**config.mk**
```make
export PLATFORM = sky130hd
export DESIGN_NAME = vpc_plane_controller
export DESIGN_NICKNAME = d
export VERILOG_FILES = /design/src/design/vpc_pkg.sv /design/src/design/vpc_plane_decode.sv /design/src/design/vpc_plane_controller.sv
export VERILOG_INCLUDE_DIRS = /design/src /design/src/design
export SDC_FILE = /design/constraint.sdc
export NUM_CORES = 1
export LEC_CHECK = 0
export CAP_MARGIN = 20
export CORE_UTILIZATION = 60
export CTS_CLUSTER_DIAMETER = 40
export DETAILED_ROUTE_END_ITERATION = 12
export DONT_BUFFER_PORTS = 1
export GPL_ROUTABILITY_DRIVEN = 0
export PLACE_DENSITY = 0.73
export SLEW_MARGIN = 30
export SYNTH_ARGS = -nofsm -noshare
export SYNTH_HDL_FRONTEND = slang
export SYNTH_SLANG_ARGS = --single-unit
```
**constraint.sdc**
```tcl
create_clock -name core_clk -period 2.9 [get_ports core_clk]
set_input_delay 0.58 -clock core_clk [delete_from_list [all_inputs] [get_ports core_clk]]
set_output_delay 0.58 -clock core_clk [all_outputs]
set_load 0.02 [all_outputs]
```
**src/design/vpc_map.svh**
```systemverilog
// Plane controller register offsets, field positions and reset values
`ifndef VPC_MAP_SVH
`define VPC_MAP_SVH
`define VPC_MASK_REG_ADDR   24'he00007
`define VPC_MASK_LSB        0
`define VPC_MASK_MSB        3
`define VPC_INTERPLANE_BIT  15
`define VPC_MASK_RESET      4'h0
`define VPC_INTERPLANE_RST  1'h0
`define VPC_PLANE_SEL_LO    17
`define VPC_PLANE_SEL_HI    18
`define VPC_VRAM_SEL_BIT    22
`define VPC_IO_SEL_BIT      23
`define VPC_SYNC_STAGES     2
`endif

```
**src/design/vpc_pkg.sv**
```systemverilog
// Plane controller shared types
package vpc_pkg;
  localparam int unsigned NumPlanes = 4;

  typedef logic [NumPlanes-1:0] vpc_planes_t;

  // Processor and bus sequencer pins, grouped for synchronising
  typedef struct packed {
    logic        phaseOneClock;
    logic        columnStrobeInN;
    logic        rowStrobeN;
    logic        maskLatchStrobeN;
    logic        refreshTransferActive;
    logic        busStatusHigh;
    logic        busStatusLow;
    logic        bitbltStatusEnable;
    logic        controlRegSelectN;
    vpc_planes_t functionSelectStrobeN;
    logic        readN;
    logic [23:0] address;
    logic [15:0] data;
  } vpc_pins_s;

  // Bus status copy that is held across an interplane source read
  typedef struct packed {
    logic busStatusHigh;
    logic busStatusLow;
    logic bitbltStatusEnable;
  } vpc_status_s;

  // Plane drive outputs
  typedef struct packed {
    vpc_planes_t columnStrobeN;
    vpc_planes_t xcvrEnableN;
    vpc_planes_t xcvrDirection;
  } vpc_drive_s;

  typedef enum logic [1:0] {
    VPC_ACC_LINEAR,
    VPC_ACC_INTERPLANE_SRC,
    VPC_ACC_DRAWING
  } vpc_access_e;
endpackage : vpc_pkg

```
**src/design/vpc_plane_decode.sv**
```systemverilog
// Plane controller access decode: next plane strobes and transceiver controls
`timescale 1ns/1ps
`include "vpc_map.svh"
module vpc_plane_decode (
  input  wire vpc_pkg::vpc_status_s status,
  input  wire logic                 interplane,
  input  wire vpc_pkg::vpc_planes_t writeMask,
  input  wire logic [23:0]          address,
  input  wire logic                 refreshTransferActive,
  input  wire logic                 controlRegSelectN,
  input  wire vpc_pkg::vpc_planes_t functionSelectStrobeN,
  input  wire logic                 readN,
  output      vpc_pkg::vpc_access_e access,
  output      vpc_pkg::vpc_planes_t strobeSelect,
  output      vpc_pkg::vpc_planes_t enableN,
  output      vpc_pkg::vpc_planes_t direction
);
  // One-hot plane from the two plane select address lines
  function automatic vpc_pkg::vpc_planes_t planeOneHot(input logic [23:0] a);
    logic [1:0] idx;
    idx = {a[`VPC_PLANE_SEL_HI], a[`VPC_PLANE_SEL_LO]};
    planeOneHot = vpc_pkg::vpc_planes_t'(4'h1 << idx);
  endfunction : planeOneHot

  logic                vramSel;
  vpc_pkg::vpc_planes_t addressed;

  always_comb begin
    vramSel   = ~address[`VPC_IO_SEL_BIT] & address[`VPC_VRAM_SEL_BIT];
    addressed = planeOneHot(address) & {vpc_pkg::NumPlanes{vramSel}};
    if (!status.busStatusHigh) begin
      access = vpc_pkg::VPC_ACC_LINEAR;
    end else if (status.bitbltStatusEnable && !status.busStatusLow && interplane) begin
      access = vpc_pkg::VPC_ACC_INTERPLANE_SRC;
    end else begin
      access = vpc_pkg::VPC_ACC_DRAWING;
    end

    strobeSelect = 4'h0;
    enableN      = 4'hf;
    direction    = 4'h0;
    case (access)
      vpc_pkg::VPC_ACC_LINEAR: begin
        strobeSelect = addressed;
        if (!controlRegSelectN) begin
          enableN = 4'h0;
        end else if (functionSelectStrobeN != 4'hf) begin
          enableN = functionSelectStrobeN;
        end else begin
          enableN   = ~addressed;
          direction = addressed & {vpc_pkg::NumPlanes{~readN}};
        end
      end
      vpc_pkg::VPC_ACC_INTERPLANE_SRC: begin
        strobeSelect = addressed;
        enableN      = 4'h0;
        direction    = addressed;
      end
      vpc_pkg::VPC_ACC_DRAWING: begin
        strobeSelect = writeMask;
        enableN      = 4'hf;
      end
      default: begin
        strobeSelect = 4'h0;
      end
    endcase
    if (refreshTransferActive) begin
      strobeSelect = 4'hf;
    end
  end
endmodule : vpc_plane_decode

```
**src/design/vpc_plane_controller.sv**
```systemverilog
// Plane controller top: mask register, status hold, plane strobes and transceivers
//
// Function
// - Latch strobe captures D0-3 mask, D15 flag
// - Drawing: plane strobed only if mask bit set
// - Strobes follow column input, on phase-one rise
// - Linear, interplane source: strobe addressed plane
// - Refresh/transfer high strobes every plane
// - Decode A17, A18, A22, A23 and status
// - Hold status copies during interplane source read
// - Direction high moves memory data to bus
// - Linear VRAM: addressed transceiver, direction read
// - Control register select: all enabled, low
// - Function select: selected transceivers, direction low
// - Interplane source: all enabled, source high
// - Other drawing accesses: transceivers disabled
`timescale 1ns/1ps
`include "vpc_map.svh"
module vpc_plane_controller (
  input  wire logic                 core_clk,
  input  wire logic                 reset,
  input  wire logic                 phaseOneClock,
  input  wire logic                 columnStrobeInN,
  input  wire logic                 rowStrobeN,
  input  wire logic                 maskLatchStrobeN,
  input  wire logic                 refreshTransferActive,
  input  wire logic                 busStatusHigh,
  input  wire logic                 busStatusLow,
  input  wire logic                 bitbltStatusEnable,
  input  wire logic                 controlRegSelectN,
  input  wire vpc_pkg::vpc_planes_t functionSelectStrobeN,
  input  wire logic                 readN,
  input  wire logic [23:0]          address,
  input  wire logic [15:0]          data,
  output      vpc_pkg::vpc_planes_t planeColumnStrobeN,
  output      vpc_pkg::vpc_planes_t planeXcvrEnableN,
  output      vpc_pkg::vpc_planes_t planeXcvrDirection
);
  // Two-stage synchroniser on every pin
  vpc_pkg::vpc_pins_s pinsRaw;
  vpc_pkg::vpc_pins_s pinsMeta;
  vpc_pkg::vpc_pins_s pins;

  always_comb begin
    pinsRaw.phaseOneClock         = phaseOneClock;
    pinsRaw.columnStrobeInN       = columnStrobeInN;
    pinsRaw.rowStrobeN            = rowStrobeN;
    pinsRaw.maskLatchStrobeN      = maskLatchStrobeN;
    pinsRaw.refreshTransferActive = refreshTransferActive;
    pinsRaw.busStatusHigh         = busStatusHigh;
    pinsRaw.busStatusLow          = busStatusLow;
    pinsRaw.bitbltStatusEnable    = bitbltStatusEnable;
    pinsRaw.controlRegSelectN     = controlRegSelectN;
    pinsRaw.functionSelectStrobeN = functionSelectStrobeN;
    pinsRaw.readN                 = readN;
    pinsRaw.address               = address;
    pinsRaw.data                  = data;
  end

  // Idle pin levels: strobes and selects inactive
  localparam vpc_pkg::vpc_pins_s PinsIdle = '{
    phaseOneClock: 1'h0, columnStrobeInN: 1'h1, rowStrobeN: 1'h1,
    maskLatchStrobeN: 1'h1, refreshTransferActive: 1'h0,
    busStatusHigh: 1'h0, busStatusLow: 1'h0, bitbltStatusEnable: 1'h0,
    controlRegSelectN: 1'h1, functionSelectStrobeN: 4'hf, readN: 1'h1,
    address: 24'h000000, data: 16'h0000};

  always_ff @(posedge core_clk or posedge reset) begin
    if (reset) begin
      pinsMeta <= PinsIdle;
      pins     <= PinsIdle;
    end else begin
      pinsMeta <= pinsRaw;
      pins     <= pinsMeta;
    end
  end

  // Edge detection on synchronised phase-one clock and latch strobe
  logic phaseOnePrev;
  logic maskLatchPrevN;
  logic phaseOneRise;
  logic maskLatchFall;

  always_ff @(posedge core_clk or posedge reset) begin
    if (reset) begin
      phaseOnePrev   <= 1'h0;
      maskLatchPrevN <= 1'h1;
    end else begin
      phaseOnePrev   <= pins.phaseOneClock;
      maskLatchPrevN <= pins.maskLatchStrobeN;
    end
  end

  always_comb begin
    phaseOneRise  = pins.phaseOneClock & ~phaseOnePrev;
    maskLatchFall = ~pins.maskLatchStrobeN & maskLatchPrevN;
  end

  // Write mask and interplane flag, written by the processor
  vpc_pkg::vpc_planes_t writeMask;
  vpc_pkg::vpc_planes_t next_writeMask;
  logic                 interplane;
  logic                 next_interplane;

  always_comb begin
    next_writeMask  = writeMask;
    next_interplane = interplane;
    if (maskLatchFall) begin
      next_writeMask  = pins.data[`VPC_MASK_MSB:`VPC_MASK_LSB];
      next_interplane = pins.data[`VPC_INTERPLANE_BIT];
    end
  end

  always_ff @(posedge core_clk or posedge reset) begin
    if (reset) begin
      writeMask  <= `VPC_MASK_RESET;
      interplane <= `VPC_INTERPLANE_RST;
    end else begin
      writeMask  <= next_writeMask;
      interplane <= next_interplane;
    end
  end

  // Status copy frozen while an interplane source read holds the row strobe
  vpc_pkg::vpc_status_s liveStatus;
  vpc_pkg::vpc_status_s heldStatus;
  vpc_pkg::vpc_status_s next_heldStatus;
  vpc_pkg::vpc_status_s useStatus;
  logic                 holding;
  logic                 next_holding;
  vpc_pkg::vpc_access_e access;

  always_comb begin
    liveStatus.busStatusHigh      = pins.busStatusHigh;
    liveStatus.busStatusLow       = pins.busStatusLow;
    liveStatus.bitbltStatusEnable = pins.bitbltStatusEnable;
    useStatus       = holding ? heldStatus : liveStatus;
    next_heldStatus = useStatus;
    next_holding    = holding;
    if (holding) begin
      next_holding = ~pins.rowStrobeN;
    end else if (!pins.rowStrobeN && access == vpc_pkg::VPC_ACC_INTERPLANE_SRC) begin
      next_holding = 1'h1;
    end
  end

  always_ff @(posedge core_clk or posedge reset) begin
    if (reset) begin
      heldStatus <= '0;
      holding    <= 1'h0;
    end else begin
      heldStatus <= next_heldStatus;
      holding    <= next_holding;
    end
  end

  // Access decode
  vpc_pkg::vpc_planes_t strobeSelect;
  vpc_pkg::vpc_planes_t decEnableN;
  vpc_pkg::vpc_planes_t decDirection;

  vpc_plane_decode u_decode (
    .status                (useStatus),
    .interplane            (interplane),
    .writeMask             (writeMask),
    .address               (pins.address),
    .refreshTransferActive (pins.refreshTransferActive),
    .controlRegSelectN     (pins.controlRegSelectN),
    .functionSelectStrobeN (pins.functionSelectStrobeN),
    .readN                 (pins.readN),
    .access                (access),
    .strobeSelect          (strobeSelect),
    .enableN               (decEnableN),
    .direction             (decDirection)
  );

  // Output registers; plane strobes step only on phase-one rise
  vpc_pkg::vpc_drive_s drive;
  vpc_pkg::vpc_drive_s next_drive;

  always_comb begin
    next_drive               = drive;
    next_drive.xcvrEnableN   = decEnableN;
    next_drive.xcvrDirection = decDirection;
    if (phaseOneRise) begin
      if (pins.refreshTransferActive) begin
        next_drive.columnStrobeN = 4'h0;
      end else begin
        next_drive.columnStrobeN = ~(strobeSelect & {4{~pins.columnStrobeInN}});
      end
    end
  end

  always_ff @(posedge core_clk or posedge reset) begin
    if (reset) begin
      drive <= '{columnStrobeN: 4'hf, xcvrEnableN: 4'hf, xcvrDirection: 4'h0};
    end else begin
      drive <= next_drive;
    end
  end

  always_comb begin
    planeColumnStrobeN = drive.columnStrobeN;
    planeXcvrEnableN   = drive.xcvrEnableN;
    planeXcvrDirection = drive.xcvrDirection;
  end

  // Addressed plane, worked out apart from the decoder
  vpc_pkg::vpc_planes_t chkPlane;

  always_comb begin
    chkPlane = '0;
    if (!pins.address[`VPC_IO_SEL_BIT] && pins.address[`VPC_VRAM_SEL_BIT]) begin
      chkPlane[{pins.address[`VPC_PLANE_SEL_HI], pins.address[`VPC_PLANE_SEL_LO]}] = 1'h1;
    end
  end
endmodule : vpc_plane_controller

```
==> key figures <==
Outcome
  – Status: completed

Setup path
  – CP cell instances: and3b_1 > o22ai_4 > mux2_2 > a22oi_1
  – Max FO, Critical Path: 8
  – CP max-delay cell: dfrtp_1
  – Critical path arrival: about 1.9 ns
  – Startpoint type of the worst setup path: flop
  – Setup CP Type: flop to flop
  – Worst path required time: ~3.1 ns
  – Setup slack, reg-to-reg: 1.28 ns
  – Crit-path max cell delay: 0.41 ns
  – Crit. End Element: flop

STA
  – Final hold vios: 0
  – Setup TNS: 0 ns
  – Worst Max-Slew Pin Slew: 0.467 ns
  – Final setup viols: 0
  – Max-Slew Margin vs Limit: between 60 and 70%
  – Fmax: 619 MHz
  – RSZ-0062 raised after global routing: false
  – Clock Skews: between 0.007 and 0.008 ns
  – Slew Viols, Final: 0
  – Crit path time final: between 1.5 and 2 ns
  – Crit share post-route: 55.7%

Power
  – Seq pwr share: 60.3%
  – Total power: 1.83 mW
  – Pwr dens: 748 nW/um2
  – LEAKAGE: 1.04 nW
  – Net Sw Frac: 22.1%
  – Combinational share of power: 5.0%
  – Int Power: between 1 and 1.5 mW
  – Peak supply drop: 0.432 mV
  – Clock power frac: 34.7%
  – Net switching power: 0.404 mW

Floorplanning
  – Num ports: 68
  – Die area: between 3000 and 4000 um2
  – Chip Width: 62.7 um
  – Die height: 62.7 um
  – Rows: 21
  – Core region area: 3440 um2
  – Starting Density: 64.3%

Cells and area
  – Design area: 2440 um2
  – Storage cell area: 1760 um2
  – Nets@finish: about 200
  – Ant. Diodes: 0
  – Share of cells above drive strength 1: 38.7%
  – Syn-to-layout area delta: 10.3%
  – Area of the multi-input gates: about 440 um2
  – Fill count: 222
  – Non-filler instance count after layout: around 200

Synth
  – Yosys cell types: 28
  – Number of synthesized flops with an enable pin: 0
  – Synth area leaders: dfrtp_1 48%, dfstp_2 32%, mux2_2 4.6%, nand2_1 1.7%, a22oi_1 1.4%
  – Synth area leader: dfrtp_1
  – Synthesized instance count: 134
  – Syn. warnings: 0
  – Syn Std Cell Area: around 2200 um2
  – Post-synthesis sequential area ratio: about four fifths
  – Main flop type after synthesis: dfrtp_1
  – Most frequent cell after synthesis: dfrtp_1
  – Synth top cells by count: 42 x dfrtp_1, 27 x dfstp_2, 10 x nand2_1
  – Syn_nets: 190
  – Async SR Flop Fraction: 100%
  – Avg Inst Size Synth: 16.5 um2
  – Post-synthesis register bit count: slightly below 70
  – Share of the synthesized area in the top cell type: 47.5%

CTS
  – CTS tree: done
  – CTS Hold Bufs: 0
  – H-tree level count: 3
  – Cts bufs inserted: 9
  – Clock transition at path regs: 0.07 ns
  – Skew-Pair Late Insertion Delay: 0.33 ns
  – Root Buffer: clkbuf_8
  – Longest Clk Path Bufs: 2
  – CTS-repair resized insts: 0
  – Clock tree sinks: 69
  – Postcts setup bufs: 0

Drt
  – Top layer in use: met4
  – M1 WL: 1.34 mm
  – Met2 Routed Length: 1.47 mm
  – DR vias: 1051
  – Wirelength, routed: between 3 and 4 mm
  – Metal3 WL: 189 um
  – Via/cell ratio: roughly 5.4
  – Drt initial violations: 105
  – ANT nets after route: 0
  – DRC: 0
  – Drt wl/cell: 15.8 um
  – TritonRoute pass-1 iters: 4

Global route
  – Grt ovf: 0
  – Global-route wire length before repair: 5.18 mm
  – GRT Total Usage: about a fifth
  – Largest net degree at the start of global routing: 30
  – Vias in the first global route: 1116
  – Initial antenna violation count: 0

Run
  – Max-cap violations: 0

Placement
  – Number of cells after detailed placement: 180
  – HPWL after DPL: 2.08 mm
  – Dpl cell area: about 2300 um2
  – Port buffer count: 0

Worst hold path
  – Hold Crit Class: input port to async pin
[cell usage in the layout (no fill, tap or decap), types with 2 or more instances in the layout]
| cell type | count |
|---|---|
| nand2_1 | 10 |
| clkbuf_8 | 10 |
| o21ai_0 | 2 |
| and3b_1 | 2 |
| nor3_1 | 2 |
| buf_4 | 2 |
| nand3b_1 | 2 |
| nor2b_1 | 3 |
| a31o_2 | 3 |
| dfstp_2 | 27 |
| nor2_1 | 4 |
| a22oi_1 | 4 |
| clkinv_2 | 2 |
| a21oi_1 | 5 |
| nand2b_1 | 4 |
| clkbuf_1 | 4 |
| mux2_2 | 9 |
| dfrtp_1 | 42 |
[cell type report]
| type | count | area share (%) |
|---|---|---|
| Sequential cell | 69 | 72.2 |
| Multi-Input combinational cell | 61 | 17.9 |
| Clock buffer | 14 | 6.26 |
| Tap cell | 46 | 2.36 |
| Timing Repair Buffer | 2 | 0.615 |
| Clock inverter | 2 | 0.410 |
| Inverter | 2 | 0.308 |
[kinds of logic after synthesis]
kind of cell / after synthesis / share of synthesized area [%]
buffers and inverters: 4 / 0.679
AOI/OAI and AO/OA: 17 / 5.77
muxes: 10 / 5.03
DFF: 69 / 79.6
and+or+nand+nor: 34 / 8.94
[stage by stage]
stage	utilization, %	worst slack (ns)	hold slack, ns
4_1_cts	70.9	1.28	0.0934
5_1_grt	70.9	1.17	0.111
3_3_place_gp	66.2	1.36	0.333
2_1_floorplan	-	0.625	0.331
3_5_place_dp	66.2	1.31	0.337
6_report	70.9	1.28	0.0974
[power by group through the flow]
stage | Clock [mW] | Sequential (mW) | Combinational [mW]
4_1_cts | 0.652 | 1.10 | 0.0921
6_report | 0.634 | 1.10 | 0.0904
5_1_grt | 0.694 | 1.11 | 0.102
2_1_floorplan | 0 | 1.11 | 0.0743
3_3_place_gp | 0 | 1.11 | 0.0869
3_5_place_dp | 0 | 1.12 | 0.0913
[sequential cells by signal, indices dropped and copies added (netlist names), 3 cells and up]
| signal | count |
|---|---|
| liveStatus | 3 |
| planeXcvrEnableN | 4 |
| pins | 20 |
| heldStatus | 3 |
| planeColumnStrobeN | 4 |
| planeXcvrDirection | 4 |
| writeMask | 4 |
| pinsMeta | 23 |
[layer usage]
layer	vias up	global-route usage, %
met2	39	27.3
met5	-	0
li1	483	-
met1	518	23.5
met4	0	13.1
met3	11	6.75
[critical path: cells and delay by family, from the launching register on]
family,cells,cell delay [ns]
DFF,1,0.41
and+or+nand+nor,1,0.24
muxes,1,0.40
AOI/OAI and AO/OA,2,0.49
[final timing paths]
kind	cells past startpoint	startpoint	to
worst min-delay path	1	reset	pinsMeta[15]$_DFF_PP0_
max in group asynchronous	2	reset	maskLatchPrevN$_DFF_PP1_
worst min register to register	0	pinsMeta[0]$_DFF_PP0_	pins[0]$_DFF_PP0_
worst max-delay path	4	interplane$_DFFE_PP0P_	planeColumnStrobeN[1]$_DFFE_PP1P_
min in group core_clk	0	controlRegSelectN	pinsMeta[45]$_DFF_PP1_
worst max register to register	4	interplane$_DFFE_PP0P_	planeColumnStrobeN[1]$_DFFE_PP1P_
Note: power is estimated with default switching activity, not from simulation.
